<file path="config.mk">
export PLATFORM = sky130hd
export DESIGN_NAME = ordf_top
export DESIGN_NICKNAME = d
export VERILOG_FILES = /design/src/ordf_pkg.sv /design/src/ordf_top.sv /design/src/ordf_sync.sv /design/src/ordf_apb.sv
export SDC_FILE = /design/constraint.sdc
export NUM_CORES = 1
export LEC_CHECK = 0
export BUFFER_PORTS_ARGS = -buffer_cell sky130_fd_sc_hd__buf_4
export CAP_MARGIN = 20
export CELL_PAD_IN_SITES_DETAIL_PLACEMENT = 0
export CELL_PAD_IN_SITES_GLOBAL_PLACEMENT = 1
export CORE_MARGIN = 5
export CORE_UTILIZATION = 44
export CTS_CLUSTER_DIAMETER = 50
export DETAILED_ROUTE_END_ITERATION = 7
export PLACE_DENSITY = 0.87
export SLEW_MARGIN = 20
export SYNTH_ARGS = -nofsm -noshare
export SYNTH_HDL_FRONTEND = slang
export SYNTH_SLANG_ARGS = --single-unit
</file>
<file path="constraint.sdc">
create_clock -name pclk -period 2.3 [get_ports pclk]
set_input_delay 0.46 -clock pclk [delete_from_list [all_inputs] [get_ports pclk]]
set_output_delay 0.46 -clock pclk [all_outputs]
set_load 0.01 [all_outputs]
</file>
<file path="src/ordf_pkg.sv">
// Constants, types and register map of the receive demultiplexer block.
// Notes on behaviour
// - Output word bit 15 is earliest bit.
// - Word clock out; word, pulse change on fall.
// - Pattern match gives one-word-clock frame pulse.
// - Hunt output high during whole search.
// - Hunt output stays one word period past match; the code holds it 17 cycles past the match cycle (TAIL_LAST is 16).
// - Signal-lost output low on lost recovered clock.
// - Laser alarm low when power drops 2 dB.
// - Transmit byte clock is bit clock over 16.
// - Phase violation pulse per byte-clock cycle, falling.
// - Wavelength alarm toggles on each drift excursion.
// - Synth lock output low once PLL locked.
// - Serial data feeds converter and frame detector.
// - Serial bits enter 32-bit shift register.
// - Holding register loads only on word boundaries.
// - Output register loads holding word each fall.
// - Pattern is three A1 then one A2.
// - Lost-alignment rise starts search; match ends it.
// - Enable low freezes last found word boundary.
// - Reset clears state, stops both clocks.
package ordf_pkg;

   // ------------------------------------------------------------------
   // Framing
   // ------------------------------------------------------------------
   localparam int          WORD_W        = 16;
   localparam int          PAT_W         = 32;
   localparam logic [7:0]  A1_BYTE       = 8'hf6;
   localparam logic [7:0]  A2_BYTE       = 8'h28;
   localparam logic [31:0] FRAME_PATTERN =
      {A1_BYTE, A1_BYTE, A1_BYTE, A2_BYTE};

   // ------------------------------------------------------------------
   // Timing
   // ------------------------------------------------------------------
   localparam int         CLK_HZ       = 20_000_000;
   localparam int         BIT_DIV      = 16;
   localparam logic [3:0] DIV_LAST     = 4'hf;
   localparam logic [3:0] DIV_FALL     = 4'h7;
   localparam logic [3:0] ALIGN_LAST   = 4'hf;
   localparam logic [4:0] TAIL_LAST    = 5'h10;
   localparam logic [3:0] PHASE_WIN_LO = 4'h1;
   localparam logic [3:0] PHASE_WIN_HI = 4'hf;

   // ------------------------------------------------------------------
   // Register map
   // ------------------------------------------------------------------
   localparam int          ADDR_W       = 8;
   localparam logic [7:0]  CTRL_OFF     = 8'h00;
   localparam logic [7:0]  STAT_OFF     = 8'h04;
   localparam logic [7:0]  FRAMES_OFF   = 8'h08;
   localparam int          CTRL_RX_EN   = 0;
   localparam int          CTRL_HUNT    = 1;
   localparam logic [31:0] CTRL_RESET   = 32'h0000_0001;
   localparam int          CNT_W        = 16;

   // ------------------------------------------------------------------
   // Types
   // ------------------------------------------------------------------
   typedef enum logic [1:0] {
      ORDF_IDLE = 2'b00,
      ORDF_HUNT = 2'b01,
      ORDF_TAIL = 2'b10
   } ordf_hunt_t;

   typedef struct packed {
      logic [3:0] align_phase;
      logic       synth_lock_n;
      logic       wavelength_drift;
      logic       laser_degrade_n;
      logic       signal_lost_n;
      logic       hunt_active;
   } ordf_status_t;

endpackage : ordf_pkg

</file>
<file path="src/ordf_top.sv">
// Receive demultiplexer with A1/A2 framing, alarms and byte clock divider.
//
// Chosen here: the register offsets and the APB register port.
`timescale 1ns/1ps
module ordf_top
   import ordf_pkg::*;
(
   // Clock and reset
   input  wire logic              pclk,
   input  wire logic              presetn,
   // APB
   input  wire logic              psel,
   input  wire logic              penable,
   input  wire logic              pwrite,
   input  wire logic [ADDR_W-1:0] paddr,
   input  wire logic [31:0]       pwdata,
   output logic      [31:0]       prdata,
   output logic                   pready,
   output logic                   pslverr,
   // Receive serial stream and framing control pins
   input  wire logic              rx_serial_data,
   input  wire logic              framing_hunt_enable,
   input  wire logic              lost_alignment_input,
   // Analog monitor flags and clock inputs
   input  wire logic              cdr_clock_lost,
   input  wire logic              laser_power_low,
   input  wire logic              wavelength_deviated,
   input  wire logic              tx_pll_locked,
   input  wire logic              tx_input_word_clock,
   // Receive parallel side
   output logic      [WORD_W-1:0] rx_parallel_word,
   output logic                   rx_word_clock,
   output logic                   frame_pulse_out,
   output logic                   frame_hunt_active,
   // Alarms
   output logic                   signal_lost_n,
   output logic                   laser_degrade_alarm_n,
   output logic                   wavelength_drift_alarm,
   output logic                   synth_lock_n,
   // Transmit timing
   output logic                   tx_byte_clock,
   output logic                   phase_violation_pulse
);

   // ------------------------------------------------------------------
   // Pin synchronisers
   // ------------------------------------------------------------------
   logic [7:0] pins_s;
   logic       sd_s;
   logic       en_s;
   logic       oof_s;
   logic       los_s;
   logic       pwr_s;
   logic       wdev_s;
   logic       lock_s;
   logic       tx_input_word_clock_s;

   ordf_sync #(.W(8)) u_sync (
      .pclk     (pclk),
      .presetn  (presetn),
      .async_in ({rx_serial_data, framing_hunt_enable,
                  lost_alignment_input, cdr_clock_lost, laser_power_low,
                  wavelength_deviated, tx_pll_locked,
                  tx_input_word_clock}),
      .sync_out (pins_s)
   );

   assign {sd_s, en_s, oof_s, los_s, pwr_s, wdev_s, lock_s, tx_input_word_clock_s} =
      pins_s;

   // ------------------------------------------------------------------
   // Register interface
   // ------------------------------------------------------------------
   logic             rx_enable;
   logic             hunt_request;
   logic [CNT_W-1:0] frame_count_reg;
   logic [CNT_W-1:0] frame_count_next;
   ordf_status_t     status;
   logic [3:0]       align_reg;
   logic [3:0]       align_next;

   assign status = '{align_phase:      align_reg,
                     synth_lock_n:     synth_lock_n,
                     wavelength_drift: wavelength_drift_alarm,
                     laser_degrade_n:  laser_degrade_alarm_n,
                     signal_lost_n:    signal_lost_n,
                     hunt_active:      frame_hunt_active};

   ordf_apb u_apb (
      .pclk         (pclk),
      .presetn      (presetn),
      .psel         (psel),
      .penable      (penable),
      .pwrite       (pwrite),
      .paddr        (paddr),
      .pwdata       (pwdata),
      .prdata       (prdata),
      .pready       (pready),
      .pslverr      (pslverr),
      .status       (status),
      .frame_count  (frame_count_reg),
      .rx_enable    (rx_enable),
      .hunt_request (hunt_request)
   );

   // ------------------------------------------------------------------
   // Clock divider
   // ------------------------------------------------------------------
   // One bit per pclk cycle; both byte-rate clocks come from one counter,
   // so they stop together under reset.
   logic [3:0] div_reg;
   logic [3:0] div_next;
   logic       wclk_next;
   logic       wfall;

   always_comb
   begin
      div_next  = div_reg + 4'h1;
      wclk_next = ~div_next[3];
      wfall     = (div_reg == DIV_FALL);
   end

   // ------------------------------------------------------------------
   // Serial path and framing
   // ------------------------------------------------------------------
   logic [PAT_W-1:0]  shift_reg;
   logic [PAT_W-1:0]  shift_next;
   logic [WORD_W-1:0] hold_reg;
   logic [WORD_W-1:0] hold_next;
   logic [WORD_W-1:0] word_next;
   logic              hit;
   logic              realign;
   logic              fp_pend_reg;
   logic              fp_pend_next;
   logic              fp_next;
   ordf_hunt_t        state_reg;
   ordf_hunt_t        state_next;
   logic [4:0]        tail_reg;
   logic [4:0]        tail_next;
   logic              oof_prev_reg;
   logic              start;

   always_comb
   begin
      shift_next = shift_reg;
      if (rx_enable)
      begin
         shift_next = {shift_reg[PAT_W-2:0], sd_s};
      end
      hit = rx_enable && (shift_next == FRAME_PATTERN);
      start = en_s && ((oof_s && !oof_prev_reg) || hunt_request);
      realign = (state_reg == ORDF_HUNT) && en_s && hit;

      // Holding register loads on the located boundary only.
      hold_next  = hold_reg;
      align_next = align_reg;
      if (rx_enable)
      begin
         align_next = realign ? 4'h0 : align_reg + 4'h1;
         if (realign || align_reg == ALIGN_LAST)
         begin
            hold_next = shift_next[WORD_W-1:0];
         end
      end

      state_next = state_reg;
      tail_next  = tail_reg;
      case (state_reg)
         ORDF_IDLE:
         begin
            if (start)
            begin
               state_next = ORDF_HUNT;
            end
         end
         ORDF_HUNT:
         begin
            if (!en_s)
            begin
               state_next = ORDF_IDLE;
            end
            else if (hit)
            begin
               state_next = ORDF_TAIL;
               tail_next  = 5'h0;
            end
         end
         ORDF_TAIL:
         begin
            tail_next = tail_reg + 5'h1;
            if (start)
            begin
               state_next = ORDF_HUNT;
            end
            else if (tail_reg == TAIL_LAST)
            begin
               state_next = ORDF_IDLE;
            end
         end
         default:
         begin
            state_next = ORDF_IDLE;
         end
      endcase

      // A pattern seen in the update cycle itself is kept, not dropped.
      fp_pend_next = (fp_pend_reg && !wfall) || (hit && en_s);
      fp_next      = frame_pulse_out;
      word_next    = rx_parallel_word;
      frame_count_next = frame_count_reg;
      if (wfall)
      begin
         fp_next   = fp_pend_reg;
         word_next = hold_reg;
         if (fp_pend_reg)
         begin
            frame_count_next = frame_count_reg + 16'h1;
         end
      end
   end

   // ------------------------------------------------------------------
   // Alarms and transmit phase check
   // ------------------------------------------------------------------
   logic wdev_prev_reg;
   logic tx_input_word_clock_prev_reg;
   logic viol_pend_reg;
   logic viol_pend_next;
   logic viol_next;
   logic wdrift_next;
   logic byte_fall;

   always_comb
   begin
      wdrift_next = wavelength_drift_alarm;
      if (wdev_s && !wdev_prev_reg)
      begin
         wdrift_next = ~wavelength_drift_alarm;
      end
      // The input word clock is only seen after the synchroniser, so
      // the window is widened by one cycle either side of the load point.
      byte_fall = (div_reg == DIV_FALL);
      viol_pend_next = (viol_pend_reg && !byte_fall) ||
                       (tx_input_word_clock_s && !tx_input_word_clock_prev_reg &&
                        (div_reg >= PHASE_WIN_HI ||
                         div_reg <= PHASE_WIN_LO));
      viol_next = byte_fall ? viol_pend_reg : phase_violation_pulse;
   end

   // ------------------------------------------------------------------
   // Registers
   // ------------------------------------------------------------------
   always_ff @(posedge pclk or negedge presetn)
   begin
      if (!presetn)
      begin
         div_reg                <= DIV_LAST;
         rx_word_clock          <= 1'b0;
         tx_byte_clock          <= 1'b0;
         shift_reg              <= '0;
         hold_reg               <= '0;
         align_reg              <= 4'h0;
         rx_parallel_word       <= '0;
         frame_pulse_out        <= 1'b0;
         fp_pend_reg            <= 1'b0;
         frame_count_reg        <= '0;
         state_reg              <= ORDF_IDLE;
         tail_reg               <= 5'h0;
         frame_hunt_active      <= 1'b0;
         oof_prev_reg           <= 1'b0;
         signal_lost_n          <= 1'b0;
         laser_degrade_alarm_n  <= 1'b0;
         wavelength_drift_alarm <= 1'b0;
         synth_lock_n           <= 1'b0;
         wdev_prev_reg          <= 1'b0;
         tx_input_word_clock_prev_reg         <= 1'b0;
         viol_pend_reg          <= 1'b0;
         phase_violation_pulse  <= 1'b0;
      end
      else
      begin
         div_reg                <= div_next;
         rx_word_clock          <= wclk_next;
         tx_byte_clock          <= wclk_next;
         shift_reg              <= shift_next;
         hold_reg               <= hold_next;
         align_reg              <= align_next;
         rx_parallel_word       <= word_next;
         frame_pulse_out        <= fp_next;
         fp_pend_reg            <= fp_pend_next;
         frame_count_reg        <= frame_count_next;
         state_reg              <= state_next;
         tail_reg               <= tail_next;
         frame_hunt_active      <= (state_next != ORDF_IDLE);
         oof_prev_reg           <= oof_s;
         signal_lost_n          <= ~los_s;
         laser_degrade_alarm_n  <= ~pwr_s;
         wavelength_drift_alarm <= wdrift_next;
         synth_lock_n           <= ~lock_s;
         wdev_prev_reg          <= wdev_s;
         tx_input_word_clock_prev_reg         <= tx_input_word_clock_s;
         viol_pend_reg          <= viol_pend_next;
         phase_violation_pulse  <= viol_next;
      end
   end

endmodule : ordf_top

</file>
<file path="src/ordf_sync.sv">
// Two-stage synchroniser for a group of asynchronous pins.
`timescale 1ns/1ps
module ordf_sync
   import ordf_pkg::*;
#(
   parameter int W = 1
)
(
   // Clock and reset
   input  wire logic         pclk,
   input  wire logic         presetn,
   // Pins and synchronised copies
   input  wire logic [W-1:0] async_in,
   output logic      [W-1:0] sync_out
);

   logic [W-1:0] meta_reg;

   always_ff @(posedge pclk or negedge presetn)
   begin
      if (!presetn)
      begin
         meta_reg <= '0;
         sync_out <= '0;
      end
      else
      begin
         meta_reg <= async_in;
         sync_out <= meta_reg;
      end
   end

endmodule : ordf_sync

</file>
<file path="src/ordf_apb.sv">
// APB slave holding the control, status and frame count registers.
`timescale 1ns/1ps
module ordf_apb
   import ordf_pkg::*;
(
   // Clock and reset
   input  wire logic              pclk,
   input  wire logic              presetn,
   // APB
   input  wire logic              psel,
   input  wire logic              penable,
   input  wire logic              pwrite,
   input  wire logic [ADDR_W-1:0] paddr,
   input  wire logic [31:0]       pwdata,
   output logic      [31:0]       prdata,
   output logic                   pready,
   output logic                   pslverr,
   // Block side
   input  wire ordf_status_t      status,
   input  wire logic [CNT_W-1:0]  frame_count,
   output logic                   rx_enable,
   output logic                   hunt_request
);

   logic [31:0] prdata_next;
   logic        pready_next;
   logic        pslverr_next;
   logic        rx_enable_next;
   logic        hunt_request_next;
   logic        setup;
   logic        wr;
   logic        mapped;

   // ------------------------------------------------------------------
   // Next state
   // ------------------------------------------------------------------
   // Read data is latched in the setup cycle so that the access phase
   // completes with no wait state.
   always_comb
   begin
      setup             = psel && !penable;
      wr                = psel && penable && pready && pwrite;
      mapped            = (paddr == CTRL_OFF) || (paddr == STAT_OFF) ||
                          (paddr == FRAMES_OFF);
      prdata_next       = prdata;
      pready_next       = setup;
      pslverr_next      = setup && !mapped;
      rx_enable_next    = rx_enable;
      hunt_request_next = 1'b0;
      if (setup && !pwrite)
      begin
         case (paddr)
            CTRL_OFF:   prdata_next = {31'h0, rx_enable};
            STAT_OFF:   prdata_next = {23'h0, status};
            FRAMES_OFF: prdata_next = {16'h0, frame_count};
            default:    prdata_next = 32'h0;
         endcase
      end
      if (wr && paddr == CTRL_OFF)
      begin
         rx_enable_next    = pwdata[CTRL_RX_EN];
         hunt_request_next = pwdata[CTRL_HUNT];
      end
   end

   always_ff @(posedge pclk or negedge presetn)
   begin
      if (!presetn)
      begin
         prdata       <= 32'h0;
         pready       <= 1'b0;
         pslverr      <= 1'b0;
         rx_enable    <= CTRL_RESET[CTRL_RX_EN];
         hunt_request <= 1'b0;
      end
      else
      begin
         prdata       <= prdata_next;
         pready       <= pready_next;
         pslverr      <= pslverr_next;
         rx_enable    <= rx_enable_next;
         hunt_request <= hunt_request_next;
      end
   end

endmodule : ordf_apb

</file>
### Word level (Yosys, flattened, before mapping)

Cells that the tools add are included.

| operators by class | value |
|---|---|
| add/subtract/negate cells | 4 |
| order comparisons | 2 |
| equality and inequality tests | 10 |
| muxes and demuxes | 13 |
| bitwise gates (word level) | 5 |
| reductions and logical operators | 39 |

Operator list:

| operator | count |
|---|---|
| case mux 16 bit (3 select lines) | 1 |
| equality test 32 bit, second input constant | 1 |
| 2-to-1 mux 32 bit | 1 |
| logical AND 1 bit | 18 |
| adder 16 x 1 -> 16 bit, second input constant | 1 |
| 2-to-1 mux 2 bit | 5 |
| 2-to-1 mux 5 bit | 2 |
| case mux 5 bit (2 select lines) | 1 |
| adder 4 x 1 -> 4 bit, second input constant | 2 |
| equality test 8 x 3 -> 1 bit, second input constant | 1 |
| equality test 8 x 4 -> 1 bit, second input constant | 1 |
| zero test 8 bit | 1 |
| zero test 1 bit | 7 |
| logical OR 1 bit | 7 |
| case mux 2 bit (3 select lines) | 1 |
| adder 5 x 1 -> 5 bit, second input constant | 1 |
| equality test 5 bit, second input constant | 1 |
| inverter 1 bit | 5 |
| equality test 4 x 3 -> 1 bit, second input constant | 1 |
| equality test 4 bit, second input constant | 1 |
| >= comparator 4 bit, second input constant | 1 |
| less-or-equal comparator 4 x 1 -> 1 bit, second input constant | 1 |
| 2-to-1 mux 4 bit | 1 |
| AND reduction 2 bit | 2 |
| other kinds (8) | 9 |

| storage, ports and cells | value |
|---|---|
| flip-flop bits (word level) | 160 |
| input bits | 53 |
| output and inout bits | 59 |

### Longest topological paths before layout

Gate-level depths: netlist of the first run.

| logic depth | value |
|---|---|
| word-level depth | 7 |
| depth in mapped cells | 7 |
| mapped depth without buffers | 6 |

### By module

Synthesis of the first run repeated with hierarchy kept, for this count alone.

| unflattened totals | value |
|---|---|
| cell total of the unflattened synthesis | 446 |
| area, all modules | 5,954.5 um^2 |

Modules (own cells, without submodules):

| module | instances | cells an instance | area each (um^2) | seq. area each (um^2) |
|---|---|---|---|---|
| ordf_top | 1 | 326 | 4,471.8 | 2,707.6 |
| ordf_apb | 1 | 104 | 1,082.3 | 501.7 |
| ordf_sync | 1 | 16 | 400.4 | 400.4 |

### Worst setup path after synthesis of the first run

Ideal clock, no wire load.

| timing | value |
|---|---|
| path kind | register -> register |
| start point | reg u_apb.rx_enable |
| end point | reg hold_reg[10] |
| setup time | 125 ps |
| data arrival time | 2,014 ps |
| setup slack | 161 ps |
| stages on the path, launching flop included | 8 |
| path buffers | 2 |
| clock period less this slack | 2,139 ps |
| path through | dfstp_2 buf_4 nand2_1 or4_1 nor4_2 a21oi_2 buf_6 mux2_4 |

| between the ends | value |
|---|---|
| word-level cells in the longest chain between the ends | 6 |

Ends and longest elaborated chain:

| item | line | text |
|---|---|---|
| start, declared | ordf_apb.sv:21 | `output logic rx_enable,` |
| start signal, assigned | ordf_apb.sv:73 | `rx_enable <= CTRL_RESET[CTRL_RX_EN];` |
| start signal, assigned | ordf_apb.sv:81 | `rx_enable <= rx_enable_next;` |
| 2-to-1 mux 32 bit | ordf_top.sv:146 | `if (rx_enable)` |
| equality test 32 bit | ordf_top.sv:150 | `hit = rx_enable && (shift_next == FRAME_PATTERN);` |
| logical AND 1 bit | ordf_top.sv:150 |  |
| logical AND 1 bit | ordf_top.sv:152 | `realign = (state_reg == ORDF_HUNT) && en_s && hit;` |
| logical OR 1 bit | ordf_top.sv:160 | `if (realign \|\| align_reg == ALIGN_LAST)` |
| AND reduction 2 bit (no line) | -- |  |
| end signal, assigned | ordf_top.sv:286 | `hold_reg <= hold_next;` |
| end, declared | ordf_top.sv:128 | `logic [WORD_W-1:0] hold_reg;` |

Parallel ways exist; a longest one is shown, timed or not.
A chain may end at the register's enable or synchronous reset.

### Worst setup path in the final report of the first run

| timing | value |
|---|---|
| start point | reg u_apb.rx_enable |
| end point | reg hold_reg[14] |

The elaborated chain is that of the path after synthesis.

==> impl_metrics.toml, run 1 <==
[final_layout]
final_common_cell = "dfrtp_1"
fin_nets = 586
largest_reg_flops = 32
final_cell_mix = "dfrtp_1 (139), buf_4 (83), mux2_2 (54)"
drive_gt1_frac = 0.362
area_growth_pct = 23.9
insertedDiodeCount = 0
fillCellCount = 1115

[placement]
pre_cts_ws_ns = -0.0765
dp_hpwl_mm = 7.75
portBuffers = 65
gp_congestion = 0.814

[detailed_routing]
vias_per_cell = 5.00
drt_pre_antenna_iters = 5
wl_met2_mm = 5.96
route.met3.wl_um = 424
wl_per_cell_um = 15.9
wl_met1_mm = 4.84
wl_mm = 11.4
drcViolationCount = 0
drtIter0Drc = 184
top_layer_used = "met4"
postRouteAntennaNets = 0
vias = 3574

[timing]
layout_setup_ws_ns = 0.0589
rsz0062_at_grt = "yes"
fin_crit_ns = 2.24
hold_violations = 0
finalSetupViolCount = 0
max_slew_margin = 0.567
worst_pin_slew_ns = 0.648
finalClockSkew_ns = 0.00528
fmax_ghz = 0.446
finalCritPeriodShare = 0.974
whs_ns = 0.00653
drv_slew = 0

[setup_path]
required_ns = 2.59
path_cells = "buf_4, nand2b_4, or4b_4, a2111oi_4, a21oi_2, buf_12, mux2_4"
worst-path-buf-inv = 2
crit_fanout = 16
max_stage_delay_ns = 0.53
reg2reg_slack_ns = 0.06
crit_path_end_kind = "flip-flop"
arrival_ns = 2.53
critPathKind = "reg -> reg"
critPathLaunchType = "flip-flop"
cpMaxStageDelayCell = "or4b_4"
critPathTopFamily = "simple AND/OR/NAND/NOR gates"

[logic_synthesis]
avgSynthCellArea_um2 = 13.4
ys.warnings.count = 0
yosys.area.top_type = "dfrtp_1"
synth.distinct_cells = 48
async_reset_ff_frac = 1.00
synth-edff-count = 0
synth_cells = 436
ys_seq_area_frac = 0.616
syn_area_um2 = 5860
synth.top_cell.area_share = 0.594
synth.area.top_cells = "dfrtp_1 (59%), mux2_2 (10%), mux2_4 (2.6%)"
ys.flop_type = "dfrtp_1"
ys_ff_latch = 144

[global_route]
overflow = 0
grt_max_degree = 58
grt_antenna_before_repair = 0
grt_pass1_vias = 3935
grt.total_usage = 0.153
grt_pass1_wl_mm = 19.3

[clock_network]
numCtsBuffers = 17
cts_tree = "done"
clkSlewWorstSetupHoldPaths_ns = 0.06
clock_sinks = 144
htree_levels = 4
insertion_delay_ns = 0.41
cts_max_path_buffers = 2
cts_root_buf = "clkbuf_16"

[hold_path]
hp-class = "in -> async"

[floorplan]
start_util = 0.446
std_cell_rows = 42
die_area_um2 = 15700
io_pins = 112
coreArea_um2 = 13100
die_x_um = 125
die_y_um = 125

[pwr]
p_leak_nw = 3.58
pwr_density_cell_nw_per_um2 = 760
peakVddDrop_uv = 542

[run]
drv_cap = 0

[status]
status = "completed"
final cells by class:
cell class	instances	area, um2	share of cell area
Clock buffer	27	523	0.0720
Clock inverter	5	75.1	0.0103
Inverter	12	45.0	0.00620
Multi-Input combinational cell	264	2100	0.290
Sequential cell	144	3610	0.497
Tap cell	176	220	0.0303
Timing Repair Buffer	87	686	0.0944
Yosys cell counts, types with 3 or more instances:
cell type  instances
a22o_1             8
a22oi_1            8
and3_1             3
and4b_1            3
buf_1              6
buf_4             18
clkbuf_1           6
dfrtp_1          139
dfstp_2            5
ha_1               7
inv_1             12
mux2_2            54
mux2_4            10
mux2i_1            3
nand2_1           37
nand2b_1           6
nand3_1            8
nand4_1            5
nor2_1            12
nor2b_1            8
nor4_1             3
o21ai_0            8
o22ai_1            4
o31ai_1           11
xnor2_1           12
xor2_1            10
cell families (layout without fill, tap and decap cells):
group | after synthesis | after routing | share of synthesized area
other | 1 | 16 | 0.000640
muxes | 67 | 67 | 0.135
AOI/OAI and AO/OA | 47 | 47 | 0.0613
DFF | 144 | 144 | 0.616
buffers and inverters | 44 | 131 | 0.0412
xor gates and xnor gates | 22 | 22 | 0.0329
adders and majority gates | 7 | 7 | 0.0149
and+or+nand+nor | 104 | 105 | 0.0984
report_power, final:
| part | leakage, nW | internal, mW | switching, mW | total, mW |
|---|---|---|---|---|
| combinational | 1.35 | 0.0739 | 0.108 | 0.181 |
| sequential | 1.93 | 2.58 | 0.0277 | 2.60 |
| clock | 0.297 | 1.77 | 0.965 | 2.73 |
metal layers:
| metal | vias to the layer above | global-route usage |
|---|---|---|
| li1 | 1678 | - |
| met1 | 1815 | 0.186 |
| met2 | 66 | 0.258 |
| met3 | 15 | 0.0482 |
| met4 | 0 | 0.0548 |
| met5 | - | 0 |
per-stage QoR:
step | util | power, mW | setup TNS, ns | cells | area [um2]
after floorplan | - | 2.72 | 0 | 451 | 5920
after global placement | 0.503 | 2.83 | -0.0125 | 680 | 6610
after detailed placement | 0.503 | 2.83 | -0.285 | 680 | 6610
after CTS | 0.550 | 5.58 | 0 | 713 | 7220
after global routing | 0.553 | 5.74 | -0.204 | 715 | 7260
final | 0.553 | 5.52 | 0 | 715 | 7260
worst reg2reg max path, cell delays in order (launching register included):
cell and delay (ns):
dfstp_2 0.40, buf_4 0.15, nand2b_4 0.13, or4b_4 0.53, a2111oi_4 0.31, a21oi_2 0.12
buf_12 0.17, mux2_4 0.31
final timing paths:
check | cells after the start | from | endpoint
max | 7 | u_apb.rx_enable$_DFFE_PN1P_ | hold_reg[14]$_DFFE_PN0P_
max reg2reg | 7 | u_apb.rx_enable$_DFFE_PN1P_ | hold_reg[14]$_DFFE_PN0P_
max in group asynchronous | 2 | presetn | u_apb.rx_enable$_DFFE_PN1P_
min in group pclk | 1 | lost_alignment_input | u_sync.meta_reg[5]$_DFF_PN0_
min reg2reg | 0 | u_sync.meta_reg[2]$_DFF_PN0_ | u_sync.sync_out[2]$_DFF_PN0_
min | 1 | presetn | u_apb.prdata[12]$_DFFE_PN0P_
timing repair:
action	in CTS	in global routing
buffers inserted	0	2
cloned	1	0
hold buffers	0	0
gates resized for setup	2	7
setup endpoints to repair	9	21
pin swaps	1	0
Power figures use the tool's default switching activity.
==> inputs of run 2 (changes only) <==
Clock period 2.3 ns to 2.1 ns, I/O delays scaled along.
==> run 2 against run 1 <==
Compared with the run above:
- the flow now finishes with violations (setup timing)
- highest routed layer unchanged
- first-iteration DRC count rose by 41%
- total power rose by 13%
- wire length fell by 1.7%
- register-to-register slack got worse by 0.22 ns
- final cell count rose by 0.56%
- count of clock-buffer cells in the layout fell by 8
- utilization rose by 1.2 points
- sequential cell count did not move
- maximum frequency fell by 0.70%
- die area did not move
- non-clock buffer count rose by 6
- sequential power rose by 9.6%
==> impl_metrics.toml, run 2 (synthesis results as in run 1) <==
[timing]
fmax_ghz = 0.443
drv_slew = 0
fin_crit_ns = 2.26
finalCritPeriodShare = 1.07
hold_violations = 0
final.setup.tns_ns = -2.05
worst_pin_slew_ns = 0.550
finalSetupViolCount = 16
layout_setup_ws_ns = -0.157
finalClockSkew_ns = 0.0117
rsz0062_at_grt = "yes"
max_slew_margin = 0.632

[pwr]
p_int_mw = 5.02
p_comb_frac = 0.033
p_sw_frac = 0.198
pwr_density_cell_nw_per_um2 = 844
power_frac_seq = 0.455
p_switching_mw = 1.24
pwr-share-clk = 0.512
p_leak_nw = 3.65
peakVddDrop_uv = 617

[setup_path]
reg2reg_slack_ns = -0.16
crit_path_end_kind = "flip-flop"
critPathLaunchType = "flip-flop"
r2r_end = "hold_reg[15]$_DFFE_PN0P_"
arrival_ns = 2.56
critPathKind = "reg -> reg"
required_ns = 2.40
crit_fanout = 16
ff2ff_path_depth = 7
timing.rr.start = "u_apb.rx_enable$_DFFE_PN1P_"

[final_layout]
fin_nets = 591
final_common_cell = "dfrtp_1"
largest_reg_flops = 32
drive_gt1_frac = 0.378
insertedDiodeCount = 0
area_growth_pct = 26.5
final_cells = 719
final_cell_mix = "dfrtp_1 (139), buf_4 (81), mux2_2 (53)"

[clock_network]
cts_tree = "done"
cts_root_buf = "clkbuf_16"
clkSlewWorstSetupHoldPaths_ns = 0.06
clock_sinks = 144
numCtsBuffers = 17
insertion_delay_ns = 0.42
htree_levels = 4
cts_max_path_buffers = 2

[placement]
portBuffers = 65
dp_hpwl_mm = 7.66
place_inst = 683
gp_congestion = 0.809

[floorplan]
start_util = 0.446
die_x_um = 125
die_area_um2 = 15700
coreArea_um2 = 13100
die_y_um = 125
io_pins = 112
std_cell_rows = 42

[hold_path]
hp-start = "rx_serial_data"
hold_depth = 1
hold_end = "u_sync.meta_reg[7]$_DFF_PN0_"
hp-class = "in -> reg"

[status]
violations = "setup timing"
status = "finished, violations left"

[global_route]
grt_antenna_before_repair = 0
grt_pass1_wl_mm = 18.8
grt.total_usage = 0.149
grt_pass1_vias = 3818
grt_max_degree = 49
overflow = 0

[detailed_routing]
wl_mm = 11.2
vias = 3589
wl_per_cell_um = 15.5
postRouteAntennaNets = 0
drt_pre_antenna_iters = 4
drtIter0Drc = 259
drcViolationCount = 0
vias_per_cell = 4.99

[run]
drv_cap = 0
[run 2: layout make-up]
| cell class | count | area, um2 |
|---|---|---|
| inverter | 12 | 45.0 |
| sequential | 144 | 3610 |
| tap | 176 | 220 |
| fill | 1056 | 5720 |
| multi-input combinational | 263 | 2130 |
| clock buffer | 19 | 443 |
| clock inverter | 12 | 190 |
| timing repair buffer | 93 | 777 |
[run 2: what timing repair did]
item / in CTS / in global routing
endpoints found under the setup margin: 28 / 28
setup buffers: 1 / 2
hold buffers: 1 / 0
cloned: 0 / 1
gates resized for setup: 3 / 16
endpoints found under the hold margin: 40 / 0
[run 2: metrics by stage]
step	power, mW	area [um2]	utilization	hold slack [ns]	worst slack (ns)
after detailed placement	3.11	6650	0.506	0.336	-0.187
after CTS	6.33	7320	0.557	0.0899	-0.137
final	6.26	7410	0.564	0.101	-0.157
after global placement	3.10	6650	0.506	0.336	-0.122
after floorplan	2.98	5930	-	0.124	0.00555
after global routing	6.49	7410	0.564	0.0859	-0.202
[run 2: critical path: stages (launching register included)]
cell,delay (ns)
dfstp_2,0.38
buf_6,0.13
nand2b_4,0.14
or4b_4,0.54
a2111oi_4,0.33
a21oi_2,0.12
buf_12,0.17
mux2_4,0.31
[run 2: worst max path at each step]
stage	from	to	depth (start not counted)	slack [ns]
2_1_floorplan	u_apb.rx_enable$_DFFE_PN1P_	hold_reg[10]$_DFFE_PN0P_	7	0.006
4_1_cts	u_apb.rx_enable$_DFFE_PN1P_	hold_reg[15]$_DFFE_PN0P_	7	-0.14
5_1_grt	u_apb.rx_enable$_DFFE_PN1P_	hold_reg[15]$_DFFE_PN0P_	8	-0.20
3_5_place_dp	u_apb.rx_enable$_DFFE_PN1P_	tail_reg[2]$_DFFE_PN0P_	6	-0.19
3_3_place_gp	u_apb.rx_enable$_DFFE_PN1P_	hold_reg[7]$_DFFE_PN0P_	7	-0.12
6_report	u_apb.rx_enable$_DFFE_PN1P_	hold_reg[15]$_DFFE_PN0P_	7	-0.16
[run 2: metal layers]
layer	part of all wire	up-vias	track usage
met5	0	-	0
li1	-	1699	-
met2	0.48	93	0.235
met4	0.015	0	0.0574
met3	0.056	14	0.0473
met1	0.45	1783	0.191
[run 2: power groups by stage]
stage	registers (mW)	logic [mW]	clock network, mW
6_report	2.85	0.205	3.20
5_1_grt	2.86	0.233	3.41
4_1_cts	2.85	0.210	3.27
3_5_place_dp	2.90	0.207	0
3_3_place_gp	2.90	0.201	0
2_1_floorplan	2.90	0.0786	0
